==> src/dma_port_pkg.sv <==
// constants, states and timing counts of the bus hold and dma port
// assumes a 100 mhz core clock; the machine clock is divided from it
package dma_port_pkg;
  localparam int CORE_PERIOD_NS = 10;
  // half period of the machine clock output, in ns
  localparam int MCLK_HALF_NS = 20;
  localparam int HALF_CYC = (MCLK_HALF_NS + CORE_PERIOD_NS - 1) /
    CORE_PERIOD_NS;
  localparam int ADDR_W = 16;
  localparam int DATA_W = 16;
  localparam int WAIT_W = 3;
  // delays in half periods of the machine clock
  localparam logic [3:0] HOLD_FLOAT_H = 4'h4;
  localparam logic [3:0] HOLD_RELEASE_H = 4'h2;
  localparam logic [3:0] XBR_GRANT_H = 4'h4;
  localparam logic [3:0] XBR_RELEASE_H = 4'h2;
  localparam logic [3:0] STROBE_LOW_H = 4'h2;
  localparam logic [3:0] TIMER_OUTPUT_PULSE_HIGH_H = 4'h2;
  localparam logic [3:0] CNT_MAX = 4'hf;
  localparam int BUF_DEPTH = 2;
  typedef enum logic [2:0] {
    ST_IDLE = 3'b000,
    ST_CYCLE = 3'b001,
    ST_FLOAT = 3'b010,
    ST_HELD = 3'b011,
    ST_DMA_WAIT = 3'b100,
    ST_DMA = 3'b101,
    ST_DMA_END = 3'b110,
    ST_UNHOLD = 3'b111
  } bus_state_t;
endpackage : dma_port_pkg

==> src/word_buf_if.sv <==
// valid/ready carrier between the port and its write buffer
// assumes both ends run on the same clock
`timescale 1ns/1ns
interface word_buf_if #(parameter int W = 32);
  logic in_valid;
  logic in_ready;
  logic [W-1:0] in_data;
  logic out_valid;
  logic out_ready;
  logic [W-1:0] out_data;
  modport store (input in_valid, input in_data, output in_ready,
    output out_valid, output out_data, input out_ready);
  modport user (output in_valid, output in_data, input in_ready,
    input out_valid, input out_data, output out_ready);
endinterface : word_buf_if

==> src/bus_hold_dma_port.sv <==
// processor bus strobes, timer and flag pins, bus hold and external dma
// assumes the core holds its fetch request until acked, and all pin
// inputs are already synchronous to core_clk
`timescale 1ns/1ns
module bus_hold_dma_port #(
  parameter int AW = dma_port_pkg::ADDR_W,
  parameter int DW = dma_port_pkg::DATA_W,
  parameter int WW = dma_port_pkg::WAIT_W,
  parameter int HALF_CYC = dma_port_pkg::HALF_CYC
) (
  input wire logic core_clk,
  input wire logic rstn,
  input wire logic address_visibility_bit,
  input wire logic cpu_req,
  input wire logic [AW-1:0] cpu_addr,
  input wire logic cpu_vector,
  input wire logic cpu_onchip,
  input wire logic [WW-1:0] cpu_waits,
  output logic cpu_ack,
  input wire logic timer_tick,
  input wire logic flag_level,
  output logic machine_clock_output,
  output logic fetch_strobe_n,
  output logic interrupt_ack_strobe_n,
  output logic timer_output_pulse,
  output logic external_flag_out,
  output logic [AW-1:0] addr_out,
  output logic addr_oe,
  input wire logic [AW-1:0] addr_in,
  output logic mem_ctrl_oe,
  output logic [DW-1:0] data_out,
  output logic data_oe,
  input wire logic [DW-1:0] data_in,
  input wire logic hold_req_n,
  output logic hold_grant_n,
  input wire logic external_bus_request_n,
  input wire logic external_access_strobe_n,
  input wire logic external_read_write,
  output logic [AW-1:0] dma_rd_addr,
  input wire logic [DW-1:0] dma_rd_data,
  output logic dma_wr_valid,
  input wire logic dma_wr_ready,
  output logic [AW-1:0] dma_wr_addr,
  output logic [DW-1:0] dma_wr_data
);
  localparam int HCW = (HALF_CYC > 1) ? $clog2(HALF_CYC) : 1;
  dma_port_pkg::bus_state_t state_r;
  dma_port_pkg::bus_state_t state_nxt;
  logic [HCW-1:0] div_r;
  logic mclk_r;
  logic half_tick;
  logic mclk_rise;
  logic mclk_fall;
  logic [3:0] half_cnt_r;
  logic [3:0] hold_cnt_r;
  logic [3:0] cyc_len_h;
  logic [3:0] timer_output_pulse_cnt_r;
  logic timer_output_pulse_pend_r;
  logic strobe_xs_r;
  logic held;
  logic xs_prev_r;
  logic wr_done;
  logic pend_valid_r;
  logic [AW+DW-1:0] pend_word_r;

  word_buf_if #(.W(AW + DW)) wbuf ();

  word_buf #(.W(AW + DW), .DEPTH(dma_port_pkg::BUF_DEPTH)) u_buf (
    .core_clk(core_clk),
    .rstn(rstn),
    .bus(wbuf.store)
  );

  // machine clock divider; each half period ends on half_tick
  assign half_tick = (div_r == HCW'(HALF_CYC - 1));
  assign mclk_rise = half_tick && !mclk_r;
  assign mclk_fall = half_tick && mclk_r;
  assign machine_clock_output = mclk_r;

  always_ff @(posedge core_clk) begin
    if (!rstn) begin
      div_r <= '0;
      mclk_r <= 1'b0;
    end else if (half_tick) begin
      div_r <= '0;
      mclk_r <= !mclk_r;
    end else begin
      div_r <= div_r + 1'b1;
    end
  end

  // own cycle length in halves: one machine cycle plus the waits
  assign cyc_len_h = 4'((32'(cpu_waits) + 1) * 2);
  assign held = (state_r != dma_port_pkg::ST_IDLE) &&
    (state_r != dma_port_pkg::ST_CYCLE);

  // next bus state
  always_comb begin
    state_nxt = state_r;
    case (state_r)
      dma_port_pkg::ST_IDLE: begin
        if (!hold_req_n) begin
          if (half_tick && hold_cnt_r >= dma_port_pkg::HOLD_FLOAT_H) begin
            state_nxt = dma_port_pkg::ST_FLOAT;
          end
        end else if (cpu_req && mclk_rise) begin
          state_nxt = dma_port_pkg::ST_CYCLE;
        end
      end
      dma_port_pkg::ST_CYCLE: begin
        if (half_tick && half_cnt_r == cyc_len_h - 4'h1) begin
          state_nxt = dma_port_pkg::ST_IDLE;
        end
      end
      dma_port_pkg::ST_FLOAT: begin
        if (half_tick) begin
          state_nxt = dma_port_pkg::ST_HELD;
        end
      end
      dma_port_pkg::ST_HELD: begin
        if (hold_req_n) begin
          state_nxt = dma_port_pkg::ST_UNHOLD;
        end else if (!external_bus_request_n) begin
          state_nxt = dma_port_pkg::ST_DMA_WAIT;
        end
      end
      dma_port_pkg::ST_DMA_WAIT: begin
        // grant in four to six halves
        if (external_bus_request_n) begin
          state_nxt = dma_port_pkg::ST_HELD;
        end else if (half_tick && half_cnt_r == dma_port_pkg::XBR_GRANT_H) begin
          state_nxt = dma_port_pkg::ST_DMA;
        end
      end
      dma_port_pkg::ST_DMA: begin
        if (external_bus_request_n) begin
          state_nxt = dma_port_pkg::ST_DMA_END;
        end
      end
      dma_port_pkg::ST_DMA_END: begin
        // release in two to four halves
        if (half_tick && half_cnt_r == dma_port_pkg::XBR_RELEASE_H) begin
          state_nxt = dma_port_pkg::ST_HELD;
        end
      end
      dma_port_pkg::ST_UNHOLD: begin
        if (half_tick && half_cnt_r == dma_port_pkg::HOLD_RELEASE_H) begin
          state_nxt = dma_port_pkg::ST_IDLE;
        end
      end
      default: state_nxt = dma_port_pkg::ST_IDLE;
    endcase
  end

  // state register and halves spent in the current state
  always_ff @(posedge core_clk) begin
    if (!rstn) begin
      state_r <= dma_port_pkg::ST_IDLE;
      half_cnt_r <= '0;
    end else begin
      state_r <= state_nxt;
      if (state_nxt != state_r) begin
        half_cnt_r <= '0;
      end else if (half_tick && half_cnt_r != dma_port_pkg::CNT_MAX) begin
        half_cnt_r <= half_cnt_r + 4'h1;
      end
    end
  end

  // halves since the hold request fell; saturates, cleared on release
  always_ff @(posedge core_clk) begin
    if (!rstn) begin
      hold_cnt_r <= '0;
    end else if (hold_req_n) begin
      hold_cnt_r <= '0;
    end else if (half_tick && hold_cnt_r != dma_port_pkg::CNT_MAX) begin
      hold_cnt_r <= hold_cnt_r + 4'h1;
    end
  end

  // hold grant and pin enables
  always_ff @(posedge core_clk) begin
    if (!rstn) begin
      hold_grant_n <= 1'b1;
      addr_oe <= 1'b1;
      mem_ctrl_oe <= 1'b1;
    end else begin
      hold_grant_n <= (state_nxt == dma_port_pkg::ST_IDLE) ||
        (state_nxt == dma_port_pkg::ST_CYCLE) ||
        (state_nxt == dma_port_pkg::ST_FLOAT);
      addr_oe <= (state_nxt == dma_port_pkg::ST_IDLE) ||
        (state_nxt == dma_port_pkg::ST_CYCLE);
      mem_ctrl_oe <= (state_nxt == dma_port_pkg::ST_IDLE) ||
        (state_nxt == dma_port_pkg::ST_CYCLE);
    end
  end

  // own fetch: strobes, address and completion
  always_ff @(posedge core_clk) begin
    if (!rstn) begin
      strobe_xs_r <= 1'b0;
      interrupt_ack_strobe_n <= 1'b1;
      addr_out <= '0;
      cpu_ack <= 1'b0;
    end else begin
      cpu_ack <= (state_r == dma_port_pkg::ST_CYCLE) &&
        (state_nxt == dma_port_pkg::ST_IDLE);
      if (state_r == dma_port_pkg::ST_IDLE &&
          state_nxt == dma_port_pkg::ST_CYCLE) begin
        strobe_xs_r <= !cpu_vector;
        interrupt_ack_strobe_n <= !cpu_vector;
        // hidden on-chip fetch keeps old address
        // vector id rides on bits 4..1
        if (!(cpu_onchip && address_visibility_bit)) begin
          addr_out <= cpu_addr;
        end
      end else if (state_r != dma_port_pkg::ST_CYCLE ||
          (half_tick && half_cnt_r == dma_port_pkg::STROBE_LOW_H - 4'h1)) begin
        strobe_xs_r <= 1'b0;
        interrupt_ack_strobe_n <= 1'b1;
      end
    end
  end

  // fetch strobe is the own fetch strobe or, under hold, the dma grant
  always_ff @(posedge core_clk) begin
    if (!rstn) begin
      fetch_strobe_n <= 1'b1;
    end else if (held) begin
      fetch_strobe_n <= !((state_nxt == dma_port_pkg::ST_DMA) ||
        (state_nxt == dma_port_pkg::ST_DMA_END));
    end else if (state_r == dma_port_pkg::ST_IDLE &&
        state_nxt == dma_port_pkg::ST_CYCLE) begin
      fetch_strobe_n <= cpu_vector;
    end else if (!strobe_xs_r || (half_tick &&
        half_cnt_r == dma_port_pkg::STROBE_LOW_H - 4'h1)) begin
      fetch_strobe_n <= 1'b1;
    end
  end

  // dma read path; data follows the master's address each cycle
  always_ff @(posedge core_clk) begin
    if (!rstn) begin
      dma_rd_addr <= '0;
      data_out <= '0;
      data_oe <= 1'b0;
    end else begin
      dma_rd_addr <= addr_in;
      data_out <= dma_rd_data;
      data_oe <= ((state_nxt == dma_port_pkg::ST_DMA) ||
        (state_nxt == dma_port_pkg::ST_DMA_END)) && external_read_write;
    end
  end

  // write capture at the end of the master's access strobe;
  // a second write before the pending word enters the buffer
  // overwrites it, so the master must keep strobes apart
  assign wr_done = !xs_prev_r && external_access_strobe_n &&
    !external_read_write && !fetch_strobe_n && held;
  assign wbuf.in_valid = pend_valid_r;
  assign wbuf.in_data = pend_word_r;

  always_ff @(posedge core_clk) begin
    if (!rstn) begin
      xs_prev_r <= 1'b1;
      pend_valid_r <= 1'b0;
      pend_word_r <= '0;
    end else begin
      xs_prev_r <= external_access_strobe_n;
      if (wr_done) begin
        pend_valid_r <= 1'b1;
        pend_word_r <= {addr_in, data_in};
      end else if (wbuf.in_ready) begin
        pend_valid_r <= 1'b0;
      end
    end
  end

  // buffer drains to the core side, which may stall
  assign wbuf.out_ready = dma_wr_ready;
  assign dma_wr_valid = wbuf.out_valid;
  assign dma_wr_addr = wbuf.out_data[AW+DW-1:DW];
  assign dma_wr_data = wbuf.out_data[DW-1:0];

  // timer pulse starts on a falling machine clock edge
  always_ff @(posedge core_clk) begin
    if (!rstn) begin
      timer_output_pulse_pend_r <= 1'b0;
      timer_output_pulse_cnt_r <= '0;
      timer_output_pulse <= 1'b0;
    end else begin
      // two halves from a fall
      // a tick on the starting fall is used up by that start, so the
      // pending bit must clear then or a second pulse would follow
      if (mclk_fall && !timer_output_pulse) begin
        timer_output_pulse_pend_r <= 1'b0;
      end else if (timer_tick) begin
        timer_output_pulse_pend_r <= 1'b1;
      end
      if (mclk_fall && !timer_output_pulse && (timer_output_pulse_pend_r || timer_tick)) begin
        timer_output_pulse <= 1'b1;
        timer_output_pulse_cnt_r <= '0;
      end else if (timer_output_pulse && half_tick) begin
        if (timer_output_pulse_cnt_r == dma_port_pkg::TIMER_OUTPUT_PULSE_HIGH_H - 4'h1) begin
          timer_output_pulse <= 1'b0;
        end
        timer_output_pulse_cnt_r <= timer_output_pulse_cnt_r + 4'h1;
      end
    end
  end

  // flag pin changes only on a rising machine clock edge
  always_ff @(posedge core_clk) begin
    if (!rstn) begin
      external_flag_out <= 1'b0;
    end else if (mclk_rise) begin
      external_flag_out <= flag_level;
    end
  end
endmodule : bus_hold_dma_port

==> src/word_buf.sv <==
// small shifting buffer of flip-flop entries, head always at entry 0
// assumes the user side honours in_ready and out_valid
`timescale 1ns/1ns
module word_buf #(
  parameter int W = 32,
  parameter int DEPTH = dma_port_pkg::BUF_DEPTH
) (
  input wire logic core_clk,
  input wire logic rstn,
  word_buf_if.store bus
);
  localparam int CW = $clog2(DEPTH + 1);
  logic [W-1:0] ent_r [DEPTH];
  logic [CW-1:0] count_r;
  logic [CW-1:0] count_nxt;
  logic [CW-1:0] wr_idx;
  logic push;
  logic pop;
  logic valid_r;

  // handshakes and write slot
  assign bus.in_ready = (count_r != CW'(DEPTH));
  assign push = bus.in_valid && bus.in_ready;
  assign pop = valid_r && bus.out_ready;
  assign wr_idx = pop ? count_r - 1'b1 : count_r;
  assign count_nxt = count_r + CW'(push) - CW'(pop);
  assign bus.out_valid = valid_r;
  assign bus.out_data = ent_r[0];

  // fill level and registered valid
  always_ff @(posedge core_clk) begin
    if (!rstn) begin
      count_r <= '0;
      valid_r <= 1'b0;
    end else begin
      count_r <= count_nxt;
      valid_r <= (count_nxt != '0);
    end
  end

  // entries shift toward the head on each pop
  for (genvar i = 0; i < DEPTH; i++) begin : g_ent
    always_ff @(posedge core_clk) begin
      if (!rstn) begin
        ent_r[i] <= '0;
      end else if (push && wr_idx == CW'(i)) begin
        ent_r[i] <= bus.in_data;
      end else if (pop) begin
        if (i + 1 < DEPTH) begin
          ent_r[i] <= ent_r[(i + 1 < DEPTH) ? i + 1 : i];
        end
      end
    end
  end
endmodule : word_buf

==> config.mk <==
export PLATFORM = sky130hd
export DESIGN_NAME = bus_hold_dma_port
export DESIGN_NICKNAME = d
export VERILOG_FILES = /design/src/dma_port_pkg.sv /design/src/word_buf_if.sv /design/src/bus_hold_dma_port.sv /design/src/word_buf.sv
export SDC_FILE = /design/constraint.sdc
export NUM_CORES = 1
export LEC_CHECK = 0
export ABC_AREA = 0
export BUFFER_PORTS_ARGS = -buffer_cell sky130_fd_sc_hd__clkbuf_2
export CORE_UTILIZATION = 53
export DETAILED_ROUTE_END_ITERATION = 8
export PLACE_DENSITY = 0.91
export SLEW_MARGIN = 20
export SYNTH_ARGS = -nofsm -noshare
export SYNTH_HDL_FRONTEND = slang
export SYNTH_SLANG_ARGS = --single-unit
==> constraint.sdc <==
create_clock -name core_clk -period 4.2 [get_ports core_clk]
set_input_delay 0.42 -clock core_clk [delete_from_list [all_inputs] [get_ports core_clk]]
set_output_delay 0.42 -clock core_clk [all_outputs]
set_load 0.01 [all_outputs]
# Word level (Yosys, flattened, before mapping)
# Memory sizes are Yosys's and may differ from the RTL's.
# Index checks and enable logic that the tools add are counted.
totals:
  wordCells: 159
  mem_count: 1
  in_bits: 80
  ramBits: 64
  regBits: 112
memory_table:
  columns: ["memory", "words", "width", "rd", "rd_clocked_by_memory_dff", "write_ports", "line", "source"]
  rows:
  - ["u_buf.ent_r", 2, 32, 2, 0, 2, "word_buf.sv:13", "logic [W-1:0] ent_r [DEPTH];"]
op_classes:
  n_reduce_logical: 57
  mux: 40
  addsub: 9
  n_bitwise: 5
  n_eq_ne: 22
  n_lt_le_gt_ge: 1
op_table:
  columns: ["operator", "n"]
  rows:
  - ["$mux W32", 3]
  - ["$mux W3", 12]
  - ["$logic_and A1 B1 Y1", 26]
  - ["$pmux W3 S8", 1]
  - ["$mux W1", 23]
  - ["$eq A3 B3 Y1 const B", 6]
  - ["$add A4 B1 Y4 const B", 3]
  - ["$reduce_bool A2 Y1", 5]
  - ["$reduce_or A2 Y1", 5]
  - ["$eq A3 B2 Y1 const B", 3]
  - ["$eq A4 B1 Y1 const B", 2]
  - ["$logic_not A1 Y1", 8]
  - ["$ne A4 B4 Y1 const B", 2]
  - ["$eq A3 B1 Y1 const B", 2]
  - ["$logic_not A3 Y1", 2]
  - ["$logic_or A1 B1 Y1", 6]
  - ["$reduce_bool A3 Y1", 2]
  - ["$eq A4 B2 Y1 const B", 1]
  - ["$eq A4 B3 Y1 const B", 1]
  - ["$eq A4 B4 Y1", 1]
  - ["$ge A4 B3 Y1 const B", 1]
  - ["$reduce_and A2 Y1", 2]
  - ["$sub A4 B1 Y4 const B", 1]
  - ["$add A3 B1 Y3 const B", 1]
  - ["12 further kinds", 15]

# Logic depth before layout (Yosys ltp)
depth:
  depth_word: 10
  ltp_mapped: 8
  depth_no_buf: 8

# By module
# Synthesis repeated with hierarchy kept, for this count alone.
hier_totals:
  hier_cells: 784
  hier_area_um2: 8031.5
modules_own_cells:
  columns: ["mod", "cells_each", "area_each_um2", "seq_area_each_um2", "n_inst"]
  rows:
  - ["bus_hold_dma_port", 453, 4160.2, 2182.1, 1]
  - ["word_buf", 331, 3871.2, 1981.9, 1]

# Least setup slack after synthesis
# No wires, ideal clock.
synth_path:
  kind: "input to register"
  start: "input port dma_wr_ready"
  end: "memory u_buf.ent_r[1][0] (enable)"
  required_time_ns: 3.734
  slack_ns: 0.505
  path_buffers: 0
  stages: 3
  arrival_time_ns: 3.229
  setup_time_ns: 0.466
  path_cell_list: "and2_0 -> ha_1 -> o21ai_0"
synth_rtl:
  columns: ["item", "line", "source"]
  rows:
  - ["start, declared", "bus_hold_dma_port.sv:42", "input wire logic dma_wr_ready,"]
  - ["end, declared", "word_buf.sv:13", null]

# Worst setup path in the final report
layout_path:
  start: "register state_r[2]"
  end: "register pend_word_r[21]"
layout_between:
  elab_chain_len: 3
layout_lines:
  columns: ["item", "line", "source"]
  rows:
  - ["start, declared", "bus_hold_dma_port.sv:47", "dma_port_pkg::bus_state_t state_r;"]
  - ["start signal, assigned", "bus_hold_dma_port.sv:158", "state_r <= dma_port_pkg::ST_IDLE;"]
  - ["start signal, assigned", "bus_hold_dma_port.sv:161", "state_r <= state_nxt;"]
  - ["$ne A3 B1 Y1 / $reduce_bool A3 Y1 (equally long branches)", "bus_hold_dma_port.sv:95, bus_hold_dma_port.sv:94", null]
  - ["$logic_and A1 B1 Y1 (*)", "bus_hold_dma_port.sv:94", "assign held = (state_r != dma_port_pkg::ST_IDLE) &&"]
  - ["$logic_and A1 B1 Y1 (*)", "bus_hold_dma_port.sv:259", "!external_read_write && !fetch_strobe_n && held;"]
  - ["end signal, assigned", "bus_hold_dma_port.sv:272", "pend_word_r <= {addr_in, data_in};"]
  - ["end, declared", "bus_hold_dma_port.sv:64", "logic [AW+DW-1:0] pend_word_r;"]
# Every way passes the cells marked *; elsewhere a longest branch is shown, timed or not.
# A chain may end at the register's enable or synchronous reset.

==> impl_results.md <==
- Status: finished clean
- Post-Synth Simple-Gate Area: 18.6%
- Core Area: 0.0122 mm²
- Number of global-route vias before repair: 4,699
- Worst path required time: approximately 4.5 ns
- Compound-Gate Fraction of Synth Area: between 10% and 20%
- Mux share of post-synthesis cell area: 1.07%
- GRT Total Usage: 22.9%
- Sw Ratio: 23.3%
- Worst Path Arrival: approximately 2.5 ns
- Total grt overflow: 0
- Final core utilization: 67.6%
- Row count: 40
- RD Place Congestion: 0.861
- CTS Buf Count: 17
- DRC violations left: 0
- Final Cycle Share: 52.9%
- Die Y: between 100 and 150 µm
- Worst VDD drop: 0.312 mV
- Endpoints failing hold: 0
- Min cycle time layout: 2.22 ns
- Relative slew slack: 32.0%
- Syn Nets: approximately 700
- Post-Synth XOR/XNOR Area: 2.08%
- Wire length of the first global-routing pass: 22,700 µm
- Flops & latches, synth: 176
- Pin count of the biggest net entering global routing: 52
- Max-cap violations: 0
- Pwr/cell area: ~450 mW/mm²
- Adder-cell share of the synthesized area: 2.25%
- # IOs: 171
- TritonCTS clock tree: yes
- Power Internal: 2840 µW
- Leakage: 0.00339 µW
- Reg area: 0.00416 mm²
- YS warnings: 0
- Main combinational cell family by area after synthesis: simple AND/OR/NAND/NOR gates
- Initial antenna violation count: 0
- Synthesized area per cell: about 11 µm²
- Post-synth top area share: 33.5%
- Post-synth EDFFs: 64
- Die area: 0.0131 mm²
- Setup violators final: 0
- Worst min path class: input port to register
- Final worst setup slack: 1.98 ns
- CTS Root Cell: clkbuf_16
- Postcts setup bufs: 0
- Worst clock skew: 0.00803 ns
- Post-Synthesis Cells: 615
- Die X: 114 µm
- H-tree depth: 4
- Critical-path maximum fanout: 33
- Yosys top cell by area: dfxtp_1
- CP Class: register to register
- Vias: 4,946
- Worst Setup End Kind: register
- Wire per inst: 14.8 µm
- Top post-synthesis cells by count: 112 x dfxtp_1, 112 x nand2_1, 70 x and2_1
- CTS clk-pin slew, worst paths: 0.07 ns
- Proportion of layout cells with a drive suffix above 1: 28.5%
- Max Clk Rate: 450 MHz
- Antenna cells: 0
- Resize count post-CTS: 0
- Setup TNS: 0 ns
- Multi-input logic area: 0.00235 mm²
- Async S/R FF share, synth: 0%
- Fin. max-slew vios: 0
- Worst hold margin: 0.190 ns
- Seq pwr share: between 50 and 60%
- Synth top area cells: dfxtp_1 34%, edfxtp_1 29%, and2_1 6.5%
- Most used DFF post-synth: dfxtp_1
- Worst-margin pin slew: 1.02 ns
- Unique cell type count in the Yosys netlist: 53
- Combinational fraction of design power: 7.9%
- RSZ-0062 raised after global routing: no
- NetSw: 861 µW
- Clock share of power: 41.2%
- DRT Wirelength: roughly 14,000 µm
- Initial DRC Count: 441
- Hold-fix buffers at CTS: 0
- Vias/cell: 5.19
- Nets: 864
- Hpwl dp: about 9600 µm
- Synth-to-layout area growth: 22.9%
- Fill count: 916
- I/O Buffers: 170
- Clock tree buffer depth: 2
- Cell area after synthesis: ~0.0067 mm²
- Post-place setup slack: 1.85 ns
- ANT nets after route: 0
- Worst skew pair latency: 0.43 ns
- Power, Total: 3700 µW
- Clock Sinks: 176
- Initial DRT Pass Iterations: 5
- Starting density of the core: between 50% and 60%
- Worst setup SP type: register
- Register area share after synthesis: between 60 and 70%
-- critical path, stage by stage, from the launching register on --
cell and delay (ns):
dfxtp_1 0.58, nor2_1 0.16, or4_2 1.02, nand2_1 0.21, a21oi_1 0.09
-- final cells by class --
class                   instances  share of cell area (%)
multi-input cells             392                    28.6
well taps                     168                    2.56
clock buffers                  18                    5.22
inverters                      10                   0.457
repair buffers                175                    10.8
flip-flops and latches        176                    50.7
clock inverters                14                    1.72
-- power by group through the flow --
stage	Clock [µW]	Combinational [µW]	Sequential, µW
2_1_floorplan	0	143	1940
3_3_place_gp	0	288	1920
3_5_place_dp	0	295	1920
4_1_cts	1550	297	1880
5_1_grt	1620	325	1890
6_report	1520	294	1880
-- layer usage --
layer / GRT usage, % / share of wire, % / up-vias
li1: - / - / 2425
met1: 27.1 / 41 / 2314
met2: 38.9 / 50 / 191
met3: 7.31 / 7.5 / 16
met4: 8.83 / 1.5 / 0
met5: 0 / 0 / -
-- state kept, by name, indices dropped and copies added (netlist names), 2 cells and up --
register,flops
addr_out,16
data_out,16
dma_rd_addr,16
half_cnt_r,4
hold_cnt_r,4
pend_word_r,32
state_r,3
timer_output_pulse_cnt_r,4
u_buf.count_r,2
u_buf.ent_r,64
-- through the flow --
stage	instances	instance area (µm²)
after floorplan	615	6690
after global placement	921	7650
after detailed placement	921	7650
after CTS	953	8220
after global routing	953	8220
final	953	8220
-- logic make-up (layout without fill, tap and decap cells) --
| group | count (synthesis) | after routing |
|---|---|---|
| simple gates | 250 | 250 |
| flops | 176 | 176 |
| compound gates | 108 | 108 |
| buf+inv | 47 | 217 |
| xor+xnor | 15 | 15 |
| fa+ha+maj | 12 | 12 |
| mux | 7 | 7 |
-- worst paths after layout --
path	to	start	cells past startpoint	slack (ns)
setup / recovery	pend_word_r[21]$_SDFFE_PN0P_	state_r[2]$_SDFF_PN0_	4	1.98
hold / removal	data_out[15]$_SDFF_PN0_	dma_rd_data[15]	2	0.19
setup reg to reg	pend_word_r[21]$_SDFFE_PN0P_	state_r[2]$_SDFF_PN0_	4	1.98
hold reg to reg	addr_out[15]$_SDFFE_PN0P_	addr_out[15]$_SDFFE_PN0P_	2	0.45
-- cells in the final DEF (no fill, tap or decap), types with 5 or more instances in the layout --
cell / Yosys / routed
inv_1: 9 / 8
clkbuf_2: 0 / 170
nand3_1: 7 / 7
nor3_1: 7 / 6
mux2i_1: 6 / 6
clkinv_2: 0 / 5
nand2b_1: 8 / 8
a21oi_1: 56 / 56
clkbuf_16: 0 / 17
xnor2_1: 7 / 7
nor2_1: 22 / 21
buf_4: 4 / 5
ha_1: 12 / 12
and2_1: 70 / 70
dfxtp_1: 112 / 112
xor2_1: 7 / 7
edfxtp_1: 64 / 64
nand2_1: 112 / 112
a22o_1: 32 / 32
Power figures use the tool's default switching activity.
